File: config.mk
export PLATFORM = sky130hd
export DESIGN_NAME = tlr_top_regs
export DESIGN_NICKNAME = d
export VERILOG_FILES = /design/src/hw/tlr_pkg.sv /design/src/hw/tlr_top_regs.sv
export VERILOG_INCLUDE_DIRS = /design/src /design/src/hw
export SDC_FILE = /design/constraint.sdc
export NUM_CORES = 1
export LEC_CHECK = 0
export ABC_AREA = 1
export BUFFER_PORTS_ARGS = -buffer_cell sky130_fd_sc_hd__buf_2
export CAP_MARGIN = 0
export CORE_UTILIZATION = 45
export CTS_BUF_LIST = sky130_fd_sc_hd__clkbuf_4 sky130_fd_sc_hd__clkbuf_8 sky130_fd_sc_hd__clkbuf_16
export CTS_CLUSTER_SIZE = 24
export DETAILED_ROUTE_END_ITERATION = 16
export GPL_ROUTABILITY_DRIVEN = 1
export MAX_ROUTING_LAYER = met4
export PLACE_DENSITY = 0.65
export SYNTH_ARGS = -nofsm -noshare
export SYNTH_HDL_FRONTEND = slang
export SYNTH_SLANG_ARGS = --single-unit
File: constraint.sdc
create_clock -name clk -period 1.1 [get_ports clk]
set_clock_uncertainty 0.2 [all_clocks]
set_input_delay 0.165 -clock clk [delete_from_list [all_inputs] [get_ports clk]]
set_output_delay 0.165 -clock clk [all_outputs]
set_load 0.02 [all_outputs]
File: src/hw/tlr_consts.svh
// Offsets, field positions and reset values of the top-level register group
`ifndef TLR_CONSTS_SVH
`define TLR_CONSTS_SVH

`define TLR_ADDR_CHIP_ID      8'h00
`define TLR_ADDR_SOFT_RESET   8'h01
`define TLR_ADDR_EVENT_FLAGS  8'h02
`define TLR_ADDR_EVENT_MASKS  8'h03
`define TLR_ADDR_LIVE_STATUS  8'h04

`define TLR_SOFT_RESET_KEY    8'ha5
`define TLR_KEY_RESET_VALUE   8'h00
`define TLR_FLAGS_RESET_VALUE 3'h0
`define TLR_MASKS_RESET_VALUE 8'hff
`define TLR_STATUS_RESET_VALUE 3'h7
`define TLR_RAW_RESET_VALUE   3'h0

`define TLR_BIT_THERMAL       2
`define TLR_BIT_SYS_OV        1
`define TLR_BIT_SYS_UV        0
`define TLR_EVENT_COUNT       3
`define TLR_SPARE_ZERO        5'h00
`define TLR_UNMAPPED_READ     8'h00

`endif

File: src/hw/tlr_pkg.sv
// Types shared by the top-level register group
`default_nettype none
package tlr_pkg;
    typedef logic [7:0] tlr_byte_t;
    typedef logic [2:0] tlr_events_t;
endpackage
`default_nettype wire

File: src/hw/tlr_top_regs.sv
// Top-level identification, soft reset key and event flag registers
//
// Summary of operation
// - Writing key 0xA5 resets key and masks to their reset values and clears the flags, except a flag whose status changes in that same cycle.
// - The key register is soft-resettable, so it clears itself after the key.
// - Any other value written to the key register is stored and reads back.
// - Each event flag reads 0 until an event is seen, then 1 until the flags register is read or the key is written.
// - Thermal status reads 0 in thermal shutdown, 1 otherwise.
// - Overvoltage status reads 0 above the threshold, 1 below it.
// - Undervoltage status reads 0 below the threshold, 1 above it.
`timescale 1ns/1ps
`default_nettype none
`include "tlr_consts.svh"

module tlr_top_regs #(
    parameter logic [2:0] REVISION = 3'h2,  // Arbitrary value
    parameter logic [4:0] VERSION  = 5'h01  // Arbitrary value
) (
    input  wire logic            clk,
    input  wire logic            reset_n,
    input  wire logic [7:0]      regAddr,
    input  wire logic [7:0]      regWrData,
    input  wire logic            regWr,
    input  wire logic            regRd,
    output var  tlr_pkg::tlr_byte_t regRdData,
    output var  logic            softResetPulse,
    input  wire logic            thermalShutdown,
    input  wire logic            sysAboveOv,
    input  wire logic            sysBelowUv
);

    // Condition inputs come from analog comparators, so they are synchronised
    tlr_pkg::tlr_events_t rawCond;
    tlr_pkg::tlr_events_t syncFirst;
    tlr_pkg::tlr_events_t syncSecond;
    tlr_pkg::tlr_events_t status;
    tlr_pkg::tlr_events_t okNow;

    tlr_pkg::tlr_byte_t   softResetKey;
    tlr_pkg::tlr_byte_t   eventMasks;
    tlr_pkg::tlr_events_t eventFlags;

    tlr_pkg::tlr_byte_t   next_regRdData;
    logic                 next_softResetPulse;
    tlr_pkg::tlr_byte_t   next_softResetKey;
    tlr_pkg::tlr_byte_t   next_eventMasks;
    tlr_pkg::tlr_events_t next_eventFlags;

    logic                 keyHit;
    logic                 flagsRead;
    tlr_pkg::tlr_events_t changed;

    // Pins enter the synchroniser untouched; no logic reads them before two flops
    assign rawCond[`TLR_BIT_THERMAL] = thermalShutdown;
    assign rawCond[`TLR_BIT_SYS_OV]  = sysAboveOv;
    assign rawCond[`TLR_BIT_SYS_UV]  = sysBelowUv;

    assign okNow = ~syncSecond;

    always_comb
    begin
        keyHit    = regWr && (regAddr == `TLR_ADDR_SOFT_RESET)
                    && (regWrData == `TLR_SOFT_RESET_KEY);
        flagsRead = regRd && (regAddr == `TLR_ADDR_EVENT_FLAGS);
        changed   = okNow ^ status;

        next_softResetPulse = keyHit;
        next_softResetKey   = softResetKey;
        next_eventMasks     = eventMasks;
        next_eventFlags     = eventFlags;

        if (regWr && regAddr == `TLR_ADDR_SOFT_RESET)
        begin
            next_softResetKey = regWrData;
        end
        if (regWr && regAddr == `TLR_ADDR_EVENT_MASKS)
        begin
            next_eventMasks = regWrData;
        end
        if (flagsRead)
        begin
            next_eventFlags = `TLR_FLAGS_RESET_VALUE;
        end
        if (keyHit)
        begin
            next_softResetKey = `TLR_KEY_RESET_VALUE;
            next_eventMasks   = `TLR_MASKS_RESET_VALUE;
            next_eventFlags   = `TLR_FLAGS_RESET_VALUE;
        end
        next_eventFlags = next_eventFlags | changed;

        next_regRdData = regRdData;
        if (regRd)
        begin
            case (regAddr)
                `TLR_ADDR_CHIP_ID:     next_regRdData = {REVISION, VERSION};
                `TLR_ADDR_SOFT_RESET:  next_regRdData = softResetKey;
                `TLR_ADDR_EVENT_FLAGS: next_regRdData = {`TLR_SPARE_ZERO, eventFlags};
                `TLR_ADDR_EVENT_MASKS: next_regRdData = eventMasks;
                `TLR_ADDR_LIVE_STATUS: next_regRdData = {`TLR_SPARE_ZERO, status};
                default:               next_regRdData = `TLR_UNMAPPED_READ;
            endcase
        end
    end

    // Three-flop path: two synchroniser stages, then the registered status
    always_ff @(posedge clk or negedge reset_n)
    begin
        if (!reset_n)
        begin
            syncFirst  <= `TLR_RAW_RESET_VALUE;
            syncSecond <= `TLR_RAW_RESET_VALUE;
            status     <= `TLR_STATUS_RESET_VALUE;
        end
        else
        begin
            syncFirst  <= rawCond;
            syncSecond <= syncFirst;
            status     <= okNow;
        end
    end

    always_ff @(posedge clk or negedge reset_n)
    begin
        if (!reset_n)
        begin
            regRdData      <= `TLR_UNMAPPED_READ;
            softResetPulse <= 1'b0;
            softResetKey   <= `TLR_KEY_RESET_VALUE;
            eventMasks     <= `TLR_MASKS_RESET_VALUE;
            eventFlags     <= `TLR_FLAGS_RESET_VALUE;
        end
        else
        begin
            regRdData      <= next_regRdData;
            softResetPulse <= next_softResetPulse;
            softResetKey   <= next_softResetKey;
            eventMasks     <= next_eventMasks;
            eventFlags     <= next_eventFlags;
        end
    end

    a_key_resets: assert property (@(posedge clk) disable iff (!reset_n)
        keyHit |=> softResetPulse && eventMasks == `TLR_MASKS_RESET_VALUE)
        else $error("key write did not reset masks");

    a_key_autoclear: assert property (@(posedge clk) disable iff (!reset_n)
        keyHit |=> softResetKey == `TLR_KEY_RESET_VALUE)
        else $error("key register did not clear");

    a_key_stores: assert property (@(posedge clk) disable iff (!reset_n)
        regWr && regAddr == `TLR_ADDR_SOFT_RESET && !keyHit
        |=> !softResetPulse && softResetKey == $past(regWrData))
        else $error("non-key value not stored or caused reset");

    a_flag_sets: assert property (@(posedge clk) disable iff (!reset_n)
        changed != '0 |=> (eventFlags & $past(changed)) == $past(changed))
        else $error("status change did not set flag");

    a_flag_holds: assert property (@(posedge clk) disable iff (!reset_n)
        !flagsRead && !keyHit |=> (eventFlags & $past(eventFlags)) == $past(eventFlags))
        else $error("flag lost without read");

    a_read_clears: assert property (@(posedge clk) disable iff (!reset_n)
        flagsRead && changed == '0
        |=> eventFlags == `TLR_FLAGS_RESET_VALUE && regRdData[2:0] == $past(eventFlags))
        else $error("flag read did not return and clear");

    a_thermal_status: assert property (@(posedge clk) disable iff (!reset_n)
        thermalShutdown [*4] |-> !status[`TLR_BIT_THERMAL])
        else $error("thermal status wrong in shutdown");

    a_ov_status: assert property (@(posedge clk) disable iff (!reset_n)
        sysAboveOv [*4] |-> !status[`TLR_BIT_SYS_OV])
        else $error("overvoltage status wrong");

    a_uv_status: assert property (@(posedge clk) disable iff (!reset_n)
        !sysBelowUv [*4] |-> status[`TLR_BIT_SYS_UV])
        else $error("undervoltage status wrong");

    a_thermal_ok: assert property (@(posedge clk) disable iff (!reset_n)
        !thermalShutdown [*4] |-> status[`TLR_BIT_THERMAL])
        else $error("thermal status wrong out of shutdown");

    a_ov_clear: assert property (@(posedge clk) disable iff (!reset_n)
        !sysAboveOv [*4] |-> status[`TLR_BIT_SYS_OV])
        else $error("overvoltage status wrong below threshold");

    a_uv_low: assert property (@(posedge clk) disable iff (!reset_n)
        sysBelowUv [*4] |-> !status[`TLR_BIT_SYS_UV])
        else $error("undervoltage status wrong below threshold");

    a_no_key_quiet: assert property (@(posedge clk) disable iff (!reset_n)
        !keyHit |=> !softResetPulse)
        else $error("reset pulse without key");

    a_key_readback: assert property (@(posedge clk) disable iff (!reset_n)
        regRd && regAddr == `TLR_ADDR_SOFT_RESET |=> regRdData == $past(softResetKey))
        else $error("key register read back wrong");

    a_status_read: assert property (@(posedge clk) disable iff (!reset_n)
        regRd && regAddr == `TLR_ADDR_LIVE_STATUS
        |=> regRdData == {`TLR_SPARE_ZERO, $past(status)})
        else $error("status read back wrong");

    a_rddata_holds: assert property (@(posedge clk) disable iff (!reset_n)
        !regRd |=> $stable(regRdData))
        else $error("read data changed without read");

    a_key_clears_flags: assert property (@(posedge clk) disable iff (!reset_n)
        keyHit |=> eventFlags == (`TLR_FLAGS_RESET_VALUE | $past(changed)))
        else $error("key write did not clear flags");

endmodule
`default_nettype wire

# ---- After elaboration in Yosys (flattened, before gate mapping)
# Index checks and enable logic that the tools add are counted.
dict set report word_totals {
  register_bits 37
  inputBits 23
  out_inout_bits 9
  wordCells 30
}
dict set report classes {
  n_eq_ne 5
  n_mux 7
  bitwise 3
  n_reduce_logical 7
}
# cell n
set op_table {}
lappend op_table {{8-bit case mux with 5 select lines} 1}
lappend op_table {{8-bit 2-to-1 mux} 4}
lappend op_table {{8-bit by 2-bit == test with 1-bit output, second input constant} 2}
lappend op_table {{8-bit by 1-bit == test with 1-bit output, second input constant} 1}
lappend op_table {{8-bit by 3-bit == test with 1-bit output, second input constant} 1}
lappend op_table {{8-bit == test, second input constant} 1}
lappend op_table {{8-bit logical NOT} 1}
lappend op_table {{3-bit 2-to-1 mux} 2}
lappend op_table {{1-bit logical AND} 4}
lappend op_table {{2-bit nonzero test} 2}
lappend op_table {{3-bit inverter} 1}
lappend op_table {{3-bit bitwise OR} 1}
lappend op_table {{3-bit XOR} 1}

# ---- Longest topological paths before layout
# Gate-level depths: netlist (run 1).
dict set report depth {
  word_depth 5
  depth_mapped 9
  ltp_nobuf 9
}

# ---- Worst setup path after synthesis (run 1)
# Ideal clock, no wire load.
dict set report synth_timing {
  path_type {in2reg}
  startpoint {input port regAddr[6]}
  endpoint {register softResetKey[1]}
  setup_time_ns 0.119
  arrival_time_ns 0.985
  required_ns 0.781
  path_slack_ns -0.204
  path_stages 9
  path_buffers 1
  cell_sequence {inv_1 -> nand2_1 -> nor2_8 -> nand2_4 -> nor2_8 -> inv_2 -> buf_6 -> nand2_2 -> o21ai_2}
}
dict set report synth_via {
  elab_chain_cells 4
  word_cells_on_any_way 5
  cone_classes {eq/ne: 1; mux: 1; reduce/logical: 3}
}
# item line
set synth_rtl {}
lappend synth_rtl {{start: declaration} tlr_top_regs.sv:21} ;# input wire logic [7:0] regAddr,
lappend synth_rtl {{8-bit by 1-bit == test with 1-bit output (*)} -}
lappend synth_rtl {{1-bit logical AND (*)} tlr_top_regs.sv:62} ;# keyHit = regWr && (regAddr == `TLR_ADDR_SOFT_RESET)
lappend synth_rtl {{1-bit logical AND} tlr_top_regs.sv:62}
lappend synth_rtl {{8-bit 2-to-1 mux or 2-bit nonzero test (tied branches)} -}
lappend synth_rtl {{end signal: assignment} tlr_top_regs.sv:129} ;# softResetKey <= `TLR_KEY_RESET_VALUE;
lappend synth_rtl {{end signal: assignment} tlr_top_regs.sv:137} ;# softResetKey <= next_softResetKey;
lappend synth_rtl {{end: declaration} tlr_top_regs.sv:39} ;# tlr_pkg::tlr_byte_t softResetKey;
# Mark *: on every way between the ends. The rest lies on a longest branch, timed or not.
# A chain may end at the register's enable or synchronous reset.

# ---- Final worst setup path (run 1)
dict set report layout_timing {
  startpoint {register regRdData[5]}
  endpoint {output port regRdData[5]}
}
# item line
set layout_rtl {}
lappend layout_rtl {{start: declaration} tlr_top_regs.sv:25} ;# output var tlr_pkg::tlr_byte_t regRdData,
lappend layout_rtl {{start signal: assignment} tlr_top_regs.sv:127} ;# regRdData <= `TLR_UNMAPPED_READ;
lappend layout_rtl {{start signal: assignment} tlr_top_regs.sv:135} ;# regRdData <= next_regRdData;
# No word-level cell between the ends.

==> out/metrics.cfg, run 1 <==
[layout]
filler_cell_count = 295
layout.cell_area.non_filler_mm2 = 0.002669
layout-drive-gt1-share_pct = 51.65
sequential_cell_area_um2 = 939.7
fin_cells = 321
area.growth.synth_to_final_pct = 51.38
insertedDiodeCount = 0
multi_input_area_um2 = 867.1
fin_nets = 295

[worst_setup_path]
critPathBufInv = 1
cp.arrival_ps = 820
element_type_at_the_critical_path_end = primary output
series_of_cell_instances_along_the_critical_path = buf_6
worst-endpoint-required_ps = 730
cpPeakStageDelay_ps = 400
critical_path.slowest_cell = sky130_fd_sc_hd__dfrtp_1
startpoint_type = flop
critical_path.top_delay_family = flip-flops
critPathMaxFanout = 2
critical_path_class = flop to primary output

[placement]
routabilityCongestion = 0.8248
place_area_mm2 = 0.002250
buffer_ports.inserted = 31
post-dp-hpwl_mm = 2.739
placed_cells_incl_taps = 301

[power_and_ir_drop]
power.clock.fraction_pct = 32.9
worst_ir_drop_vdd_mv = 0.8769
sequentialPowerShare_pct = 53.8
power.internal_uw = 2073
power-per-cell-area_mw_per_mm2 = 1021
comb_power_share_pct = 13.2
p_sw_uw = 652.8
power_uw = 2726
power.share.switching_pct = 23.95
static-leakage-power_uw = 0.001418

[route]
first_pass_iters = 4
wirelength_mm = 3.781
drt-initial-drc-count = 69
routedWlPerCell_um = 11.78
antenna_violating_nets_post_route = 0
drt-vias-per-instance = 4.773
drc_errors = 0
routed-via-count = 1532

[timing]
slew_viol_final = 0
slew-limit-headroom_pct = 81.94
worst_pin_slew_ps = 269.9
finalHoldViolCount = 0
setup_slack_ps = -87.77
finalSetupViolCount = 17
timing.fmax_ghz = 0.8419
setup_tns_ps = -813.9
unrepaired_setup_endpoints_after_global_routing = true
min_period_ps = 1188
period_share_pct = 108.0

[cts]
clock_buffer_depth = 2
worstSkewPairLatency_ps = 280
cts_htree_levels = 2
path_clk_slew_ps = 70
clock-sinks = 37
tritoncts = built
cts_root_buf = sky130_fd_sc_hd__clkbuf_8
tritoncts.num_buffers = 5

[synthesis]
syn_area_per_cell_um2 = 8.815
ys_types = 22
syn-num-nets = 223
synth-warning-count = 0
synth.yosys.seq_area_share_pct = 53.30
gate_count_of_the_mapped_netlist = 200
syn-cell-area_mm2 = 0.001763
synth_seq_cells = 37

[floorplan]
initial_core_util_pct = 47.44
placement_rows = 22
top_level_ports = 32
die_area_mm2 = 0.004172
design.core.area_mm2 = 0.003716
floorplan.die.height_um = 64.59
dieWidth_um = 64.59

[grt]
grt_max_degree = 29
grt_pass1_wl_mm = 6.306
grt_use_total_pct = 21.04
grt_overflow_total = 0
vias_in_the_first_global_route = 1496
antenna_found_initial = 0

[run_status]
run_status = finished, violations left
violations = setup timing

[min_path]
timing.hold.worst.class = input pin to flop

[job]
drv.max_cap_violation_count = 0

## power by group through the flow
stage | Sequential, uW | Clock (uW) | Combinational, uW
2_1_floorplan | 1480 | 0 | 130
3_3_place_gp | 1490 | 0 | 287
3_5_place_dp | 1490 | 0 | 291
4_1_cts | 1460 | 927 | 311
5_1_grt | 1470 | 997 | 394
6_report | 1470 | 898 | 360
## worst register-to-register path, cell delays in order (launching register included)
cell	delay, ps
sky130_fd_sc_hd__dfstp_2	550
sky130_fd_sc_hd__xor2_1	200
sky130_fd_sc_hd__nand2_1	90
## cell families (layout without fill, tap and decap cells)
logic type | count (synthesis) | after routing | share of synthesized area, %
XOR/XNOR | 3 | 3 | 1.491
AO/OA/AOI/OAI | 12 | 12 | 4.400
flip-flops | 37 | 37 | 53.30
buffers and inverters | 25 | 98 | 5.891
AND/OR/NAND/NOR | 123 | 123 | 34.92
## routing by layer
layer | track usage, % | up-vias | wire length [um]
li1 | - | 772 | -
met3 | 7.218 | 8 | 166
met5 | - | - | 0
met2 | 33.95 | 41 | 1824
met4 | 8.333 | 0 | 68
met1 | 24.03 | 711 | 1722
## cell usage in the layout (no fill, tap or decap), drive strengths merged
cell type / instances
dlymetal6s4s: 1
nor2: 12
xor2: 3
dfstp: 11
buf: 63
nand3: 28
o21ai: 11
clkinv: 3
nand4: 3
inv: 21
nand2: 79
nor3: 1
dfrtp: 26
o21bai: 1
clkbuf: 6
dlygate4sd3: 4
## state kept, by name, summed over array words and instances, names as in the netlist
| register | count |
|---|---|
| softResetPulse | 1 |
| eventMasks | 8 |
| softResetKey | 8 |
| syncFirst | 3 |
| eventFlags | 3 |
| status | 3 |
| regRdData | 8 |
| syncSecond | 3 |
## final timing paths
kind,startpoint,endpoint,slack [ps],depth (start not counted)
worst min-delay path,regWrData[4],eventMasks[4],20,4
max in group asynchronous,reset_n,status[1],120,3
min in group asynchronous,reset_n,syncFirst[2],100,2
worst min register to register,syncFirst[1],syncSecond[1],150,0
worst max register to register,status[0],eventFlags[0],-50,2
worst max-delay path,regRdData[5],regRdData[5],-90,1
## final cells by class
| cell class | instances | share of cell area [%] |
|---|---|---|
| Inverter | 22 | 4.829 |
| Tap cell | 48 | 2.250 |
| Multi-Input combinational cell | 138 | 32.49 |
| Clock buffer | 6 | 2.860 |
| Sequential cell | 37 | 35.21 |
| Timing Repair Buffer | 68 | 21.99 |
| Clock inverter | 2 | 0.3751 |
## cells in the mapped netlist, drive strengths merged
| cell | number | share of area (%) |
|---|---|---|
| buf | 3 | 1.2 |
| clkinv | 1 | 0.21 |
| dfrtp | 26 | 37 |
| dfstp | 11 | 16 |
| inv | 21 | 4.5 |
| nand2 | 79 | 19 |
| nand3 | 28 | 8.7 |
| nand4 | 3 | 1.1 |
| nor2 | 12 | 6.1 |
| nor3 | 1 | 0.57 |
| o21ai | 11 | 4.0 |
| o21bai | 1 | 0.43 |
| xor2 | 3 | 1.5 |
## timing repair
| item | in CTS | in global routing |
|---|---|---|
| hold buffers | 5 | 0 |
| setup buffers | 2 | 5 |
| endpoints found under the setup margin | 30 | 34 |
| pin swaps | 8 | 27 |
| endpoints found under the hold margin | 37 | 0 |
| gates resized for setup | 22 | 48 |
## per-stage QoR
stage	hold WS (ps)	utilization (%)	setup WS (ps)
3_5_place_dp	-150.1	60.54	-373.9
2_1_floorplan	-330.6	-	-166.9
6_report	19.16	71.82	-87.77
4_1_cts	14.05	66.46	-100.6
3_3_place_gp	-156.4	60.54	-343.1
5_1_grt	17.91	71.82	-126.2
No activity file was read; power rests on OpenSTA's default activity.
==> run 2: changes to the inputs <==
--- a/config.mk
+++ b/config.mk
@@ -16,6 +16,7 @@
 export GPL_ROUTABILITY_DRIVEN = 1
 export MAX_ROUTING_LAYER = met4
 export PLACE_DENSITY = 0.65
+export RECOVER_POWER = 100
 export SYNTH_ARGS = -nofsm -noshare
 export SYNTH_HDL_FRONTEND = slang
 export SYNTH_SLANG_ARGS = --single-unit
==> run 2 against run 1 <==
Net effect: the flow still finishes with violations (setup timing); core utilization fell by 0.88 points; design area decreased by 1.2%; non-clock buffer count did not move; via count unchanged; first-iteration DRC count up 26%; total power fell by 0.51%; sequential cell count is the same; sequential share of layout area grew 0.43 points; worst hold slack barely moved; fmax hardly changed; worst setup slack worse by 0.76 ps; largest cell class unchanged.
==> out/metrics.cfg, run 2 (same netlist as run 1, synthesis figures left out) <==
[timing]
unrepaired_setup_endpoints_after_global_routing = true
hold_slack_ps = 19.04  ; -0.1172 ps
min_period_ps = 1189  ; +0.7636 ps
slew-limit-headroom_pct = 82.21  ; +0.27 points
finalHoldViolCount = 0  ; unchanged
period_share_pct = 108.0  ; about the same
setup_slack_ps = -88.53  ; -0.7636 ps
worst_pin_slew_ps = 265.9  ; -4.041 ps
slew_viol_final = 0  ; unchanged
finalSetupViolCount = 21  ; +4
setup_tns_ps = -1040  ; -226.5 ps
timing.fmax_ghz = 0.8414  ; about the same

[grt]
grt_pass1_wl_mm = 6.306  ; unchanged
antenna_found_initial = 0  ; unchanged
vias_in_the_first_global_route = 1496  ; unchanged
grt_max_degree = 29  ; unchanged
grt_use_total_pct = 21.04  ; unchanged
grt_overflow_total = 0  ; unchanged

[worst_setup_path]
element_type_at_the_critical_path_end = primary output
critPathBufInv = 1  ; unchanged
cp.arrival_ps = 820  ; about the same
startpoint_type = flop
critPathMaxFanout = 2  ; unchanged
critical_path.top_delay_family = flip-flops
worst-endpoint-required_ps = 730  ; about the same
critical_path_class = flop to primary output
series_of_cell_instances_along_the_critical_path = buf_6
cpPeakStageDelay_ps = 400  ; about the same
critical_path.slowest_cell = sky130_fd_sc_hd__dfrtp_1

[cts]
clock_buffer_depth = 2  ; unchanged
tritoncts = built
cts_htree_levels = 2  ; unchanged
tritoncts.num_buffers = 5  ; unchanged
worstSkewPairLatency_ps = 280  ; about the same
cts_root_buf = sky130_fd_sc_hd__clkbuf_8
clock-sinks = 37  ; unchanged
path_clk_slew_ps = 70  ; about the same

[power_and_ir_drop]
power.share.switching_pct = 23.89  ; -0.064 points
sequentialPowerShare_pct = 54.1  ; +0.3 points
comb_power_share_pct = 12.8  ; -0.4 points
p_sw_uw = 647.8  ; -0.78%
power-per-cell-area_mw_per_mm2 = 1029  ; +0.72%
static-leakage-power_uw = 0.001402  ; -1.2%
power.internal_uw = 2064  ; -0.43%
power.clock.fraction_pct = 33.1  ; +0.2 points
worst_ir_drop_vdd_mv = 0.8730  ; -0.44%

[floorplan]
floorplan.die.height_um = 64.59  ; unchanged
initial_core_util_pct = 47.44  ; unchanged
design.core.area_mm2 = 0.003716  ; unchanged
placement_rows = 22  ; unchanged
die_area_mm2 = 0.004172  ; unchanged
dieWidth_um = 64.59  ; unchanged
top_level_ports = 32  ; unchanged

[route]
routedWlPerCell_um = 11.74  ; -0.34%
drc_errors = 0  ; unchanged
drt-initial-drc-count = 87  ; +26%
routed-via-count = 1532  ; unchanged
drt-vias-per-instance = 4.773  ; unchanged
wirelength_mm = 3.768  ; -0.34%
antenna_violating_nets_post_route = 0  ; unchanged
first_pass_iters = 4  ; unchanged

[layout]
fin_cells = 321  ; unchanged
most-common-layout-cells = sky130_fd_sc_hd__nand2_1 (60), sky130_fd_sc_hd__buf_4 (29), sky130_fd_sc_hd__dfrtp_1 (26), sky130_fd_sc_hd__buf_2 (16), sky130_fd_sc_hd__nand3_1 (15)
final_util_pct = 70.94  ; -0.88 points
largestRegisters = eventMasks x8, regRdData x8, softResetKey x8
area.growth.synth_to_final_pct = 49.54
layout.cells.most_common = sky130_fd_sc_hd__nand2_1
layout-drive-gt1-share_pct = 50.92  ; -0.73 points
fin_nets = 295  ; unchanged
insertedDiodeCount = 0  ; unchanged

[placement]
post-dp-hpwl_mm = 2.739  ; unchanged
placed_cells_incl_taps = 301  ; unchanged
routabilityCongestion = 0.8248  ; unchanged
buffer_ports.inserted = 31  ; unchanged

[job]
drv.max_cap_violation_count = 0  ; unchanged

[run_status]
violations = setup timing
run_status = finished, violations left

[min_path]
timing.hold.worst.class = input pin to flop

-- run 2: worst register-to-register path, delay by kind of cell, from the launching register on --
| family | cells | cell delay [ps] |
|---|---|---|
| XOR/XNOR | 1 | 190 |
| AND/OR/NAND/NOR | 1 | 80 |
| flip-flops | 1 | 550 |
-- run 2: cell type report --
type / count / area (um2)
fill: 301 / 1080
sequential: 37 / 939.7
multi-input combinational: 138 / 848.3
timing repair buffer: 68 / 573.1
inverter: 22 / 128.9
clock buffer: 6 / 76.32
tap: 48 / 60.06
clock inverter: 2 / 10.01
-- run 2: final timing paths --
| path | startpoint | end | slack [ps] | cells after the start |
|---|---|---|---|---|
| min | regWrData[4] | eventMasks[4] | 20 | 4 |
| max in group asynchronous | reset_n | status[0] | 60 | 3 |
| min reg2reg | syncFirst[1] | syncSecond[1] | 150 | 0 |
| min in group asynchronous | reset_n | syncFirst[2] | 90 | 2 |
| max reg2reg | status[0] | eventFlags[0] | -30 | 2 |
| max | regRdData[5] | regRdData[5] | -90 | 1 |
-- run 2: timing repair --
action,in CTS,in global routing
pin swaps,8,27
resized for setup,22,48
setup endpoints to repair,30,34
gates cloned,0,0
hold endpoints to repair,37,0
hold buffers,5,0
setup buffers,2,5
-- run 2: power by group through the flow --
stage	Clock (uW)	Combinational [uW]	Sequential, uW
6_report	898	348	1470
5_1_grt	997	381	1470
4_1_cts	927	311	1460
3_5_place_dp	0	291	1490
3_3_place_gp	0	287	1490
2_1_floorplan	0	130	1480
-- run 2: metal layers --
metal  GRT usage, %  part of all wire, %
met2          33.95                   48
met4          8.333                  1.8
met3          7.218                  4.5
met1          24.03                   45
met5              -                    0
-- run 2: per-stage QoR --
stage | total power (uW) | setup slack [ps] | cell area, um2
final | 2712 | -88.53 | 2636
after global routing | 2850 | -126.2 | 2636
after CTS | 2701 | -100.6 | 2470
after detailed placement | 1778 | -373.9 | 2250
after global placement | 1774 | -343.1 | 2250
after floorplan | 1607 | -166.9 | 1843
